**src/design/cmsr_pkg.sv**
```systemverilog
// shared constants, enumerations and carriers of the core register file
// assumes one core clock; every user imports the whole package
package cmsr_pkg;

  // register offsets within one bank, mirrored in every bank
  localparam logic [6:0] OFF_PORT0 = 7'h00;
  localparam logic [6:0] OFF_PORT1 = 7'h01;
  localparam logic [6:0] OFF_PC_LOW = 7'h02;
  localparam logic [6:0] OFF_STATUS = 7'h03;
  localparam logic [6:0] OFF_PTR0_LO = 7'h04;
  localparam logic [6:0] OFF_PTR0_HI = 7'h05;
  localparam logic [6:0] OFF_PTR1_LO = 7'h06;
  localparam logic [6:0] OFF_PTR1_HI = 7'h07;
  localparam logic [6:0] OFF_BANK = 7'h08;
  localparam logic [6:0] OFF_ACC = 7'h09;
  localparam logic [6:0] OFF_RAM_BASE = 7'h20;

  // pointer address space
  localparam logic [15:0] TRAD_TOP = 16'h1FFF;
  localparam logic [15:0] LIN_BASE = 16'h2000;
  localparam logic [15:0] LIN_TOP = 16'h2FEF;
  localparam logic [15:0] EE_BASE = 16'h7000;
  localparam logic [15:0] EE_TOP = 16'h70FF;
  localparam logic [11:0] LIN_RAM_SIZE = 12'h050;
  localparam int FLASH_BIT = 15;

  // status field positions
  localparam int STAT_TIMEOUT = 4;
  localparam int STAT_PDOWN = 3;
  localparam int STAT_ZERO = 2;
  localparam int STAT_NIBBLE = 1;
  localparam int STAT_CARRY = 0;

  // reset values
  localparam logic [7:0] STATUS_RST = 8'h18;
  localparam logic [15:0] PTR_RST = 16'h0000;
  localparam logic [5:0] BANK_RST = 6'h00;
  localparam logic [7:0] ACC_RST = 8'h00;
  localparam logic [7:0] PC_LOW_RST = 8'h00;
  localparam logic [7:0] UNIMPL_READ = 8'h00;

  typedef enum logic [2:0] {ALU_LOGIC, ALU_ADD, ALU_SUB, ALU_ROTL, ALU_ROTR}
    cmsr_alu_op_t;
  typedef enum logic [2:0] {RG_CORE, RG_NEST, RG_EXT, RG_EE, RG_FLASH, RG_NONE}
    cmsr_region_t;
  typedef enum logic [1:0] {ST_IDLE, ST_ISSUE, ST_CAPTURE, ST_EXTRA}
    cmsr_fsm_t;

  typedef struct packed {
    logic timeout;
    logic powerDown;
    logic zero;
    logic nibble;
    logic carry;
  } cmsr_flags_t;

  localparam cmsr_flags_t FLAGS_COLD = STATUS_RST[4:0];

  typedef struct packed {
    logic valid;
    logic wr;
    logic [6:0] addr;
    logic [7:0] wdata;
  } cmsr_mem_req_t;

  typedef struct packed {
    logic req;
    logic wr;
    logic [12:0] addr;
    logic [7:0] wdata;
  } cmsr_ext_req_t;

  typedef struct packed {
    logic req;
    logic eeprom;
    logic [14:0] addr;
  } cmsr_nvm_req_t;

  typedef struct packed {
    logic valid;
    cmsr_alu_op_t op;
    logic [7:0] a;
    logic [7:0] b;
  } cmsr_alu_in_t;

  typedef struct packed {
    cmsr_fsm_t fsm;
    logic pendWr;
    logic pendNvm;
    logic busy;
    logic done;
    logic [7:0] rdata;
    logic [15:0] pointer0;
    logic [15:0] pointer1;
    logic [5:0] bank;
    logic [7:0] acc;
    logic [7:0] pcLow;
    logic pcLowWritten;
    cmsr_flags_t flags;
    logic [7:0] aluResult;
    cmsr_ext_req_t ext;
    cmsr_nvm_req_t nvm;
  } cmsr_state_t;

  function automatic logic [7:0] statusByte(input cmsr_flags_t f);
    statusByte = {3'h0, f.timeout, f.powerDown, f.zero, f.nibble, f.carry};
  endfunction : statusByte

endpackage : cmsr_pkg

```
**src/design/cmsr_regs.sv**
```systemverilog
// core register file mirrored into every data memory bank
// assumes the execution logic on the same clock drives all inputs
//
// Notes on behaviour
// RULE1: port zero redirects through pointer zero
// RULE2: port one redirects through pointer one
// RULE3: core registers mirror at every bank
// RULE4: program counter low byte readable, writable, zeroed
// RULE5: timeout flag set by clear/sleep, cleared on timeout
// RULE6: power-down flag set by clear, cleared by sleep
// RULE7: zero flag follows an all-zero result
// RULE8: nibble flag is carry out of bit three
// RULE9: carry flag is carry out of bit seven
// RULE10: subtract adds complement; carry means no borrow
// RULE11: rotates load carry with the shifted-out bit
// RULE12: timeout, power-down read-only; cold reset sets both
// RULE13: arithmetic flags writable; only cold reset clears them
// RULE14: pointer zero is sixteen bits, two bytes, zeroed
// RULE15: pointer one is sixteen bits, two bytes, zeroed
// RULE16: bank select supplies top six direct address bits
// RULE17: memory reachable directly and through both pointers
// RULE18: accumulator eight bits, mirrored, reset to zero
// RULE19: pointer bit fifteen reads flash low byte, slower
// RULE20: eeprom window read-only, one extra cycle
// RULE21: linear window maps onto the ram blocks of banks 0 to 50
// RULE22: unimplemented locations read as zero
// RULE23: unused status and bank bits read zero
`timescale 1ns/1ps
`default_nettype none
module cmsr_regs
  import cmsr_pkg::*;
(
  input wire logic core_clk,
  input wire logic rstn,
  input wire logic clkEn,
  input wire logic coldReset,
  input wire logic causeTimeout,
  input wire logic causePowerDown,
  input wire cmsr_mem_req_t memReq,
  output logic memBusy,
  output logic memDone,
  output logic [7:0] memRdata,
  output cmsr_ext_req_t extReq,
  input wire logic [7:0] extRdata,
  input wire logic extHit,
  output cmsr_nvm_req_t nvmReq,
  input wire logic [7:0] nvmRdata,
  input wire cmsr_alu_in_t aluIn,
  output logic [7:0] aluResult,
  input wire logic watchdogClear,
  input wire logic sleepExec,
  input wire logic watchdogTimeout,
  input wire logic pcAdvance,
  input wire logic [7:0] pcLowIn,
  output logic [7:0] pcLow,
  output logic pcLowWritten,
  output cmsr_flags_t statusFlags,
  output logic [15:0] ptr0Addr,
  output logic [15:0] ptr1Addr,
  output logic [5:0] bankSel,
  output logic [7:0] accOut
);

  cmsr_state_t st_ff;
  cmsr_state_t nxt_st;
  cmsr_state_t rstVal;
  logic accept;
  logic indirect;
  logic [15:0] effAddr;
  cmsr_region_t region;
  logic [7:0] aluRes;
  logic aluZero;
  logic aluNibble;
  logic aluCarry;
  logic updZero;
  logic updNibble;
  logic updCarry;

  cmsr_alu u_alu (
    .op(aluIn.op),
    .a(aluIn.a),
    .b(aluIn.b),
    .carryIn(st_ff.flags.carry),
    .result(aluRes),
    .zeroOut(aluZero),
    .nibbleOut(aluNibble),
    .carryOut(aluCarry),
    .updZero(updZero),
    .updNibble(updNibble),
    .updCarry(updCarry)
  );

  function automatic cmsr_region_t regionOf(input logic [15:0] a);
    if (a[FLASH_BIT])
    begin
      regionOf = RG_FLASH; // RULE19
    end
    else if (a <= TRAD_TOP)
    begin
      // a pointer aimed at a port itself has nothing behind it
      if (a[6:0] <= OFF_PORT1)
        regionOf = RG_NEST;
      else if (a[6:0] <= OFF_ACC)
        regionOf = RG_CORE; // RULE3
      else
        regionOf = RG_EXT;
    end
    else if (a >= LIN_BASE && a <= LIN_TOP)
      regionOf = RG_EXT; // RULE21
    else if (a >= EE_BASE && a <= EE_TOP)
      regionOf = RG_EE; // RULE20
    else
      regionOf = RG_NONE; // RULE22
  endfunction : regionOf

  // divider by the block size is costly but only spans twelve bits
  function automatic logic [12:0] mapExt(input logic [15:0] a);
    logic [11:0] bnk;
    logic [11:0] idx;
    bnk = a[11:0] / LIN_RAM_SIZE;
    idx = a[11:0] % LIN_RAM_SIZE;
    if (a <= TRAD_TOP)
      mapExt = a[12:0];
    else
      mapExt = {bnk[5:0], OFF_RAM_BASE + idx[6:0]}; // RULE21
  endfunction : mapExt

  function automatic logic [7:0] readCore(input logic [6:0] off,
                                          input cmsr_state_t s);
    unique case (off)
      OFF_PC_LOW: readCore = s.pcLow; // RULE4
      OFF_STATUS: readCore = statusByte(s.flags); // RULE23
      OFF_PTR0_LO: readCore = s.pointer0[7:0]; // RULE14
      OFF_PTR0_HI: readCore = s.pointer0[15:8]; // RULE14
      OFF_PTR1_LO: readCore = s.pointer1[7:0]; // RULE15
      OFF_PTR1_HI: readCore = s.pointer1[15:8]; // RULE15
      OFF_BANK: readCore = {2'h0, s.bank}; // RULE23
      OFF_ACC: readCore = s.acc; // RULE18
      default: readCore = UNIMPL_READ;
    endcase
  endfunction : readCore

  always_comb
  begin
    nxt_st = st_ff;
    nxt_st.done = 1'b0;
    nxt_st.pcLowWritten = 1'b0;
    nxt_st.ext.req = 1'b0;
    nxt_st.nvm.req = 1'b0;
    accept = memReq.valid && (st_ff.fsm == ST_IDLE);
    indirect = (memReq.addr == OFF_PORT0) || (memReq.addr == OFF_PORT1);
    if (memReq.addr == OFF_PORT0)
      effAddr = st_ff.pointer0; // RULE1
    else if (memReq.addr == OFF_PORT1)
      effAddr = st_ff.pointer1; // RULE2
    else
      effAddr = {3'h0, st_ff.bank, memReq.addr}; // RULE16 RULE17
    region = regionOf(effAddr);

    // the core may advance the counter; a software write overrides it
    if (pcAdvance)
      nxt_st.pcLow = pcLowIn; // RULE4

    unique case (st_ff.fsm)
      ST_IDLE:
      begin
        if (accept)
        begin
          nxt_st.pendWr = memReq.wr;
          nxt_st.pendNvm = 1'b0;
          unique case (region)
            RG_CORE:
            begin
              nxt_st.done = 1'b1;
              if (!memReq.wr)
                nxt_st.rdata = readCore(effAddr[6:0], st_ff); // RULE3
              else
              begin
                unique case (effAddr[6:0])
                  OFF_PC_LOW:
                  begin
                    nxt_st.pcLow = memReq.wdata; // RULE4
                    nxt_st.pcLowWritten = 1'b1;
                  end
                  OFF_STATUS:
                  begin
                    // timeout and power-down ignore software
                    nxt_st.flags.zero = memReq.wdata[STAT_ZERO]; // RULE13
                    nxt_st.flags.nibble = memReq.wdata[STAT_NIBBLE]; // RULE13
                    nxt_st.flags.carry = memReq.wdata[STAT_CARRY]; // RULE13
                  end
                  OFF_PTR0_LO: nxt_st.pointer0[7:0] = memReq.wdata; // RULE14
                  OFF_PTR0_HI: nxt_st.pointer0[15:8] = memReq.wdata; // RULE14
                  OFF_PTR1_LO: nxt_st.pointer1[7:0] = memReq.wdata; // RULE15
                  OFF_PTR1_HI: nxt_st.pointer1[15:8] = memReq.wdata; // RULE15
                  OFF_BANK: nxt_st.bank = memReq.wdata[5:0]; // RULE16
                  OFF_ACC: nxt_st.acc = memReq.wdata; // RULE18
                  default: nxt_st.acc = st_ff.acc;
                endcase
              end
            end
            RG_EXT:
            begin
              nxt_st.ext.req = 1'b1; // RULE17
              nxt_st.ext.wr = memReq.wr;
              nxt_st.ext.addr = mapExt(effAddr); // RULE1 RULE2 RULE21
              nxt_st.ext.wdata = memReq.wdata;
              nxt_st.fsm = ST_ISSUE;
            end
            RG_EE, RG_FLASH:
            begin
              if (memReq.wr)
                nxt_st.done = 1'b1; // RULE19 RULE20
              else
              begin
                nxt_st.nvm.req = 1'b1;
                nxt_st.nvm.eeprom = (region == RG_EE); // RULE20
                nxt_st.nvm.addr = (region == RG_EE) ?
                  {7'h00, effAddr[7:0]} : effAddr[14:0]; // RULE19
                nxt_st.pendNvm = 1'b1;
                nxt_st.fsm = ST_ISSUE;
              end
            end
            RG_NEST, RG_NONE:
            begin
              nxt_st.done = 1'b1;
              nxt_st.rdata = UNIMPL_READ; // RULE22
            end
          endcase
        end
      end
      ST_ISSUE:
      begin
        if (st_ff.pendWr)
        begin
          nxt_st.done = 1'b1;
          nxt_st.fsm = ST_IDLE;
        end
        else
          nxt_st.fsm = ST_CAPTURE;
      end
      ST_CAPTURE:
      begin
        if (st_ff.pendNvm)
        begin
          nxt_st.rdata = nvmRdata;
          nxt_st.fsm = ST_EXTRA; // RULE19 RULE20
        end
        else
        begin
          nxt_st.rdata = extHit ? extRdata : UNIMPL_READ; // RULE22
          nxt_st.done = 1'b1;
          nxt_st.fsm = ST_IDLE;
        end
      end
      ST_EXTRA:
      begin
        nxt_st.done = 1'b1;
        nxt_st.fsm = ST_IDLE;
      end
    endcase
    nxt_st.busy = (nxt_st.fsm != ST_IDLE);

    // an instruction's own flag results beat a software status write
    if (aluIn.valid)
    begin
      nxt_st.aluResult = aluRes;
      if (updZero)
        nxt_st.flags.zero = aluZero; // RULE7
      if (updNibble)
        nxt_st.flags.nibble = aluNibble; // RULE8
      if (updCarry)
        nxt_st.flags.carry = aluCarry; // RULE9 RULE11
    end
    if (watchdogTimeout)
      nxt_st.flags.timeout = 1'b0; // RULE5
    if (watchdogClear)
    begin
      nxt_st.flags.timeout = 1'b1; // RULE5
      nxt_st.flags.powerDown = 1'b1; // RULE6
    end
    if (sleepExec)
    begin
      nxt_st.flags.timeout = 1'b1; // RULE5
      nxt_st.flags.powerDown = 1'b0; // RULE6
    end

    rstVal = '0;
    rstVal.fsm = ST_IDLE;
    rstVal.pointer0 = PTR_RST; // RULE14
    rstVal.pointer1 = PTR_RST; // RULE15
    rstVal.bank = BANK_RST; // RULE16
    rstVal.acc = ACC_RST; // RULE18
    rstVal.pcLow = PC_LOW_RST; // RULE4
    if (coldReset)
      rstVal.flags = FLAGS_COLD; // RULE12 RULE13
    else
    begin
      // warm reset keeps arithmetic flags, takes cause bits
      rstVal.flags = st_ff.flags; // RULE13
      rstVal.flags.timeout = causeTimeout; // RULE12
      rstVal.flags.powerDown = causePowerDown; // RULE12
    end
  end

  always_ff @(posedge core_clk)
  begin
    if (!rstn)
      st_ff <= rstVal;
    else if (clkEn)
      st_ff <= nxt_st;
  end

  assign memBusy = st_ff.busy;
  assign memDone = st_ff.done;
  assign memRdata = st_ff.rdata;
  assign extReq = st_ff.ext;
  assign nvmReq = st_ff.nvm;
  assign aluResult = st_ff.aluResult;
  assign pcLow = st_ff.pcLow;
  assign pcLowWritten = st_ff.pcLowWritten;
  assign statusFlags = st_ff.flags;
  assign ptr0Addr = st_ff.pointer0;
  assign ptr1Addr = st_ff.pointer1;
  assign bankSel = st_ff.bank;
  assign accOut = st_ff.acc;
endmodule : cmsr_regs
`default_nettype wire

```
**src/design/cmsr_alu.sv**
```systemverilog
// flag arithmetic for add, subtract, rotate and logic results
// assumes combinational use inside the core register file
`timescale 1ns/1ps
`default_nettype none
module cmsr_alu
  import cmsr_pkg::*;
(
  input wire cmsr_alu_op_t op,
  input wire logic [7:0] a,
  input wire logic [7:0] b,
  input wire logic carryIn,
  output logic [7:0] result,
  output logic zeroOut,
  output logic nibbleOut,
  output logic carryOut,
  output logic updZero,
  output logic updNibble,
  output logic updCarry
);

  logic [7:0] opB;
  logic addCin;
  logic [8:0] sum;
  logic [4:0] low;

  always_comb
  begin
    // subtract adds the complement plus one, so carry means no borrow
    opB = (op == ALU_SUB) ? ~b : b; // RULE10
    addCin = (op == ALU_SUB); // RULE10
    sum = {1'b0, a} + {1'b0, opB} + {8'h00, addCin};
    low = {1'b0, a[3:0]} + {1'b0, opB[3:0]} + {4'h0, addCin};
    result = a;
    nibbleOut = low[4]; // RULE8
    carryOut = sum[8]; // RULE9
    updZero = 1'b1;
    updNibble = 1'b0;
    updCarry = 1'b0;
    unique case (op)
      ALU_LOGIC:
      begin
        result = a;
      end
      ALU_ADD, ALU_SUB:
      begin
        result = sum[7:0];
        updNibble = 1'b1;
        updCarry = 1'b1;
      end
      ALU_ROTL:
      begin
        result = {a[6:0], carryIn};
        carryOut = a[7]; // RULE11
        updZero = 1'b0;
        updCarry = 1'b1;
      end
      ALU_ROTR:
      begin
        result = {carryIn, a[7:1]};
        carryOut = a[0]; // RULE11
        updZero = 1'b0;
        updCarry = 1'b1;
      end
      default:
      begin
        result = a;
      end
    endcase
    zeroOut = (result == 8'h00); // RULE7
  end

endmodule : cmsr_alu
`default_nettype wire

```
**config.mk**
```make
export PLATFORM = sky130hd
export DESIGN_NAME = cmsr_regs
export DESIGN_NICKNAME = d
export VERILOG_FILES = /design/src/design/cmsr_pkg.sv /design/src/design/cmsr_regs.sv /design/src/design/cmsr_alu.sv
export SDC_FILE = /design/constraint.sdc
export NUM_CORES = 1
export LEC_CHECK = 0
export BUFFER_PORTS_ARGS = -buffer_cell sky130_fd_sc_hd__buf_2
export CORE_ASPECT_RATIO = 0.7
export CORE_MARGIN = 3
export CORE_UTILIZATION = 55
export DETAILED_ROUTE_END_ITERATION = 8
export PLACE_DENSITY = 0.81
export SLEW_MARGIN = 10
export SYNTH_ARGS = -nofsm -noshare
export SYNTH_HDL_FRONTEND = slang
export SYNTH_SLANG_ARGS = --single-unit
```
**constraint.sdc**
```tcl
create_clock -name core_clk -period 9.7 [get_ports core_clk]
set_input_delay 0.485 -clock core_clk [delete_from_list [all_inputs] [get_ports core_clk]]
set_output_delay 0.485 -clock core_clk [all_outputs]
set_load 0.1 [all_outputs]
```
==> impl_metrics.env, run 1 <==
export IMPL_status="finished clean"
export IMPL_drt_pass_1_iters=9
export IMPL_worst_ep_arrival_time_ns=4.28
export IMPL_report_final_hold_viol_count=0
export IMPL_yosys_cell_types_count=78
export IMPL_async_flop_share_pct=0
export IMPL_cp_slowest_cell="sky130_fd_sc_hd__or4_1"
export IMPL_worst_path_largest_cell_delay_ns=0.76
export IMPL_globalRouteTotalUtil_pct=33.5
export IMPL_worst_hold_slack_ns=0.351
export IMPL_criticalPathCategory="input pin to flop"
export IMPL_grt_max_degree=70
export IMPL_dp_final_hpwl_mm=21.7
export IMPL_worstPathMaxFanout=15
export IMPL_netlist_instances=1061
export IMPL_io_pins=190
export IMPL_dpl_instance_area_um2=8610
export IMPL_post_synth_top_area_cell="sky130_fd_sc_hd__dfxtp_1"
export IMPL_max_clock_path_buffers=2
export IMPL_synth_seq_cells=122
export IMPL_preCtsSetupSlack_ns=5.42
export IMPL_timing_fmax_mhz=250
export IMPL_post_route_min_period_ns=4.01
export IMPL_dpl_cell_count=1274
export IMPL_layout_cells_non_filler=1306
export IMPL_route_detailed_vias_per_inst=6.40
export IMPL_power_density_nw_per_um2=156
export IMPL_leakagePower_nw=3.83
export IMPL_synth_area_leaders="sky130_fd_sc_hd__dfxtp_1 (28%), sky130_fd_sc_hd__mux2i_1 (10%), sky130_fd_sc_hd__buf_4 (10%), sky130_fd_sc_hd__nor2_1 (5.9%), sky130_fd_sc_hd__nand2_1 (3.9%)"
export IMPL_critPathLaunchType="input pin"
export IMPL_floorplan_die_width_um=154
export IMPL_number_of_nets_in_the_synthesized_netlist=1141
export IMPL_postLayoutCellArea_um2=9190
export IMPL_finalWirelength_mm=29.2
export IMPL_timing_final_setup_violations=0
export IMPL_cts_resizes=0
export IMPL_synthesis_area_per_instance_um2=7.97
export IMPL_postLayoutCoreUtil_pct=61.9
export IMPL_overflow=0
export IMPL_synth_flop_cell="sky130_fd_sc_hd__dfxtp_1"
export IMPL_chipHeight_um=110
export IMPL_fillers=1362
export IMPL_antenna_cells=0
export IMPL_worst_skew_pair_late_latency_ns=0.42
export IMPL_drc_errors=0
export IMPL_tritoncts="done"
export IMPL_final_common_cell="sky130_fd_sc_hd__buf_2"
export IMPL_cts_root_buf="sky130_fd_sc_hd__clkbuf_16"
export IMPL_slew_violations=0
export IMPL_post_cts_hold_buffer_count=0
export IMPL_sequential_area_share_after_synthesis_pct=29.5
export IMPL_share_of_yosys_cell_area_claimed_by_the_top_area_cell_type_pct=27.7
export IMPL_leading_cell_types_in_the_layout_fill_and_taps_excluded="sky130_fd_sc_hd__buf_2 (189), sky130_fd_sc_hd__nor2_1 (132), sky130_fd_sc_hd__dfxtp_1 (117)"
export IMPL_setup_total_negative_slack_ns=0
export IMPL_numClockSinks=122
export IMPL_postRouteAntennaNets=0
export IMPL_post_route_fraction_of_the_period_consumed_by_the_critical_path_pct=41.3
export IMPL_netlist_area_um2=8450
export IMPL_synth_enable_flop_cells=5
export IMPL_slew_limit_headroom_pct=22.1
export IMPL_critPathBufInv=1
export IMPL_hold_class="input pin to flop"
export IMPL_grt_pass1_wl_mm=43.8
export IMPL_initial_utilization_pct=56.9
export IMPL_p_total_mw=1.44
export IMPL_port_buffers=189
export IMPL_timing_worst_slew_pin_value_ns=1.17
export IMPL_routedWlPerCell_um=22.4
export IMPL_critPathTopFamily="simple AND/OR/NAND/NOR gates"
export IMPL_post_route_worst_setup_slack_ns=5.69
export IMPL_number_of_warnings_reported_in_the_yosys_synthesis_log=0
export IMPL_die_area_um2=16900
export IMPL_core_um2=14900
export IMPL_cts_buffers=17
export IMPL_dr_first_iter_drc_count=1162
export IMPL_via_count=8358
export IMPL_h_tree_depth=4
export IMPL_gp_routability_congestion=1.02
export IMPL_worst_ep_required_time_ns=9.98
export IMPL_number_of_global_route_vias_before_repair=7319
export IMPL_antenna_found_initial=0
export IMPL_clk_transition_reported_paths_ns=0.06
export IMPL_num_rows=37
export IMPL_clock_skew_ns=0.0110
export IMPL_crit_path_cell_trace="buf_2 -> or4_1 -> nor4_1 -> o22ai_1 -> nor3_2 -> nand3_1 -> nor3_4 -> mux2i_1 -> nor2_1"
export IMPL_area_growth_pct=8.75
export IMPL_worstSetupEndpointType="flop"
export IMPL_max_cap_viol_count=0
export IMPL_vdd_drop_max_v=0.000120
export IMPL_grt_setup_unrepaired="no"
export IMPL_final_nets=1178
export IMPL_cts_setup_buffers=0
export IMPL_drive_gt1_share_pct=23.4
power breakdown:
| group | internal (mW) | total [mW] | switching [mW] |
|---|---|---|---|
| Clock | 0.376 | 0.622 | 0.246 |
| Sequential | 0.519 | 0.530 | 0.0106 |
| Combinational | 0.0699 | 0.284 | 0.214 |
| Total | 0.965 | 1.44 | 0.470 |
synth_stat cells, types with 13 or more instances:
library cell               count
sky130_fd_sc_hd__nor2_1      132
sky130_fd_sc_hd__dfxtp_1     117
sky130_fd_sc_hd__buf_4       115
sky130_fd_sc_hd__mux2i_1      88
sky130_fd_sc_hd__nand2_1      87
sky130_fd_sc_hd__a21oi_1      57
sky130_fd_sc_hd__clkbuf_1     56
sky130_fd_sc_hd__o21ai_0      36
sky130_fd_sc_hd__nand3_1      28
sky130_fd_sc_hd__a211oi_1     26
sky130_fd_sc_hd__nand2b_1     17
sky130_fd_sc_hd__inv_1        16
sky130_fd_sc_hd__nor3_1       16
sky130_fd_sc_hd__a22oi_1      15
sky130_fd_sc_hd__o22ai_1      15
sky130_fd_sc_hd__a31oi_1      14
sky130_fd_sc_hd__nor4_1       14
sky130_fd_sc_hd__a22o_1       13
layer usage:
| metal | wire [µm] | up-vias | global-route usage, % |
|---|---|---|---|
| li1 | - | 3799 | - |
| met1 | 13100 | 3874 | 50.5 |
| met2 | 11200 | 633 | 45.1 |
| met3 | 4500 | 52 | 11.9 |
| met4 | 444 | 0 | 7.18 |
| met5 | 0 | - | 0 |
registers in the layout (all words and copies together) (netlist names), 6 cells and up:
register / flops
memRdata: 8
accOut: 8
ptr1Addr: 16
ptr0Addr: 16
extReq: 23
pcLow: 8
aluResult: 8
nvmReq: 17
bankSel: 6
cells by family after synthesis:
kind of cell,Yosys count,synth area share (%)
compound gates,260,21.3
buf+inv,198,14.0
xor+xnor,15,1.55
flops,122,29.5
simple gates,359,20.4
mux,98,11.8
fa+ha+maj,9,1.39
final cells by class:
class | instances | area (µm²) | share of cell area, %
Sequential cell | 122 | 2490 | 27.1
Inverter | 18 | 68.8 | 0.749
Multi-Input combinational cell | 741 | 4790 | 52.1
Timing Repair Buffer | 198 | 1010 | 11.0
Clock inverter | 12 | 113 | 1.22
Tap cell | 195 | 244 | 2.65
Clock buffer | 20 | 468 | 5.09
final timing paths:
check                                                from                       end  slack (ns)  depth (start not counted)
worst min-delay path                         causeTimeout  statusFlags[4]$_DFFE_PP_        0.35                          2
worst max register to register  ptr1Addr[13]$_SDFFE_PN0P_  statusFlags[1]$_DFFE_PP_        6.11                          9
worst max-delay path                           memReq[10]  ptr1Addr[1]$_SDFFE_PN0P_        5.69                          9
worst min register to register     nvmReq[5]$_SDFFE_PN0P_    nvmReq[5]$_SDFFE_PN0P_        0.45                          2
worst reg2reg max path: cells and delay by family, from the launching register on:
kind / cells / cell delay [ns]
compound gates: 5 / 1.45
simple gates: 2 / 0.77
mux: 2 / 0.58
flops: 1 / 0.51
Note: power is estimated with default switching activity, not from simulation.
==> inputs of run 2 (changes only) <==
--- a/config.mk
+++ b/config.mk
@@ -8,9 +8,9 @@
 export BUFFER_PORTS_ARGS = -buffer_cell sky130_fd_sc_hd__buf_2
 export CORE_ASPECT_RATIO = 0.7
 export CORE_MARGIN = 3
-export CORE_UTILIZATION = 55
+export CORE_UTILIZATION = 50
 export DETAILED_ROUTE_END_ITERATION = 8
-export PLACE_DENSITY = 0.81
+export PLACE_DENSITY = 0.78
 export SLEW_MARGIN = 10
 export SYNTH_ARGS = -nofsm -noshare
 export SYNTH_HDL_FRONTEND = slang
==> constraint.sdc (replaced) <==
create_clock -name core_clk -period 3.2 [get_ports core_clk]
set_input_delay 0.16 -clock core_clk [delete_from_list [all_inputs] [get_ports core_clk]]
set_output_delay 0.16 -clock core_clk [all_outputs]
set_load 0.1 [all_outputs]
==> impl_metrics.env, run 2 (synthesis gave the netlist of run 1 again) <==
export IMPL_status="finished clean"
export IMPL_number_of_global_route_vias_before_repair=7921
export IMPL_io_pins=190
export IMPL_critPathLaunchType="flop"
export IMPL_route_detailed_vias_per_inst=5.93
export IMPL_clock_skew_ns=0.00864
export IMPL_report_final_hold_viol_count=0
export IMPL_criticalPathCategory="flop to flop"
export IMPL_drt_pass_1_iters=6
export IMPL_cts_buffers=17
export IMPL_num_rows=39
export IMPL_r2r_cells=8
export IMPL_grt_pass1_wl_mm=44.4
export IMPL_worst_ep_arrival_time_ns=3.21
export IMPL_tritoncts="done"
export IMPL_slew_violations=0
export IMPL_timing_final_setup_violations=0
export IMPL_dr_first_iter_drc_count=1097
export IMPL_layout_cells_non_filler=1466
export IMPL_overflow=0
export IMPL_worstSetupEndpointType="flop"
export IMPL_floorplan_die_width_um=161
export IMPL_chipHeight_um=115
export IMPL_timing_worst_slew_pin_value_ns=0.796
export IMPL_gp_routability_congestion=1.07
export IMPL_depth_of_the_worst_hold_timing_path=2
export IMPL_cts_root_buf="sky130_fd_sc_hd__clkbuf_16"
export IMPL_max_cap_viol_count=0
export IMPL_max_clock_path_buffers=2
export IMPL_worst_skew_pair_late_latency_ns=0.42
export IMPL_final_nets=1308
export IMPL_antenna_found_initial=0
export IMPL_post_cts_hold_buffer_count=0
export IMPL_finalWirelength_mm=29.2
export IMPL_worst_ep_required_time_ns=3.33
export IMPL_numClockSinks=122
export IMPL_post_route_fraction_of_the_period_consumed_by_the_critical_path_pct=96.1
export IMPL_drive_gt1_share_pct=31.8
export IMPL_die_area_um2=18500
export IMPL_final_common_cell="sky130_fd_sc_hd__buf_2"
export IMPL_hold_class="input pin to flop"
export IMPL_post_route_min_period_ns=3.08
export IMPL_drc_errors=0
export IMPL_core_um2=16400
export IMPL_globalRouteTotalUtil_pct=30.6
export IMPL_leakagePower_nw=4.48
export IMPL_grt_max_degree=36
export IMPL_setup_total_negative_slack_ns=0
export IMPL_clk_transition_reported_paths_ns=0.05
export IMPL_antenna_cells=0
export IMPL_initial_utilization_pct=51.4
export IMPL_h_tree_depth=4
export IMPL_leading_cell_types_in_the_layout_fill_and_taps_excluded="sky130_fd_sc_hd__buf_2 (189), sky130_fd_sc_hd__buf_4 (136), sky130_fd_sc_hd__nor2_1 (132)"
export IMPL_slew_limit_headroom_pct=46.4
export IMPL_worstPathMaxFanout=4
export IMPL_dpl_cell_count=1434
export IMPL_area_growth_pct=21.6
export IMPL_timing_fmax_mhz=325
export IMPL_postRouteAntennaNets=0
export IMPL_routedWlPerCell_um=19.9
export IMPL_port_buffers=189
export IMPL_vdd_drop_max_v=0.000298
export IMPL_dp_final_hpwl_mm=22.2
export IMPL_power_density_nw_per_um2=425
export IMPL_largest_register_ff_count=23
export IMPL_via_count=8691
run 2: changes by cell type in the layout (fill, tap and decap cells not counted), sizes merged:
cell / delta
buf: +130
clkbuf: +5
clkinv: -2
clkinvlp: -2
inv: -1
run 2: final cells by class:
class                           count  area, µm²
Fill cell                        1435       6170
Multi-Input combinational cell    741       4850
Sequential cell                   122       2490
Timing Repair Buffer              328       2030
Clock buffer                       25        497
Tap cell                          225        282
Inverter                           18       67.6
Clock inverter                      7       63.8
run 2: worst paths after layout:
| kind | start | to | slack, ns |
|---|---|---|---|
| hold reg to reg | nvmReq[7]$_SDFFE_PN0P_ | nvmReq[7]$_SDFFE_PN0P_ | 0.45 |
| hold / removal | causeTimeout | statusFlags[4]$_DFFE_PP_ | 0.04 |
| setup reg to reg | ptr0Addr[3]$_SDFFE_PN0P_ | statusFlags[1]$_DFFE_PP_ | 0.12 |
| setup / recovery | ptr0Addr[3]$_SDFFE_PN0P_ | statusFlags[1]$_DFFE_PP_ | 0.12 |
run 2: power breakdown:
group	switching, mW	total, mW	internal (mW)
Combinational	0.658	0.921	0.263
Sequential	0.0296	1.60	1.57
Clock	0.695	1.84	1.15
run 2: through the flow:
| stage | power, mW | instance area, µm² | util [%] | hold WS [ns] | setup WS (ns) |
|---|---|---|---|---|---|
| after global placement | 2.53 | 9680 | 58.9 | 0.438 | -0.317 |
| after CTS | 4.35 | 10200 | 62.3 | 0.0315 | 0.0792 |
| after detailed placement | 2.54 | 9680 | 58.9 | 0.448 | -0.340 |
| after floorplan | 2.32 | 8470 | - | 0.304 | -0.297 |
| after global routing | 4.50 | 10300 | 62.5 | 0.0503 | -0.0512 |
| final | 4.37 | 10300 | 62.5 | 0.0390 | 0.124 |
run 2: metal layers:
layer | up-vias | part of all wire [%] | GRT usage (%)
li1 | 4054 | - | -
met1 | 4079 | 46 | 46.2
met2 | 503 | 39 | 41.5
met3 | 55 | 13 | 9.83
met4 | 0 | 1.7 | 7.91
met5 | - | 0 | 0
run 2: repair_timing:
action                                  4_1_cts  5_1_grt
gates resized for setup                       0        7
endpoints found under the setup margin        0       31
buffers inserted                              0        0
run 2: worst max-delay path, cell delays in order (launching register included):
cell and delay (ns):
sky130_fd_sc_hd__dfxtp_1 0.35, sky130_fd_sc_hd__or4_1 0.59, sky130_fd_sc_hd__and2_1 0.21, sky130_fd_sc_hd__a2111oi_4 0.39, sky130_fd_sc_hd__o211ai_2 0.15, sky130_fd_sc_hd__or4_4 0.58, sky130_fd_sc_hd__mux2_1 0.34, sky130_fd_sc_hd__a21oi_1 0.12
sky130_fd_sc_hd__a311oi_1 0.06
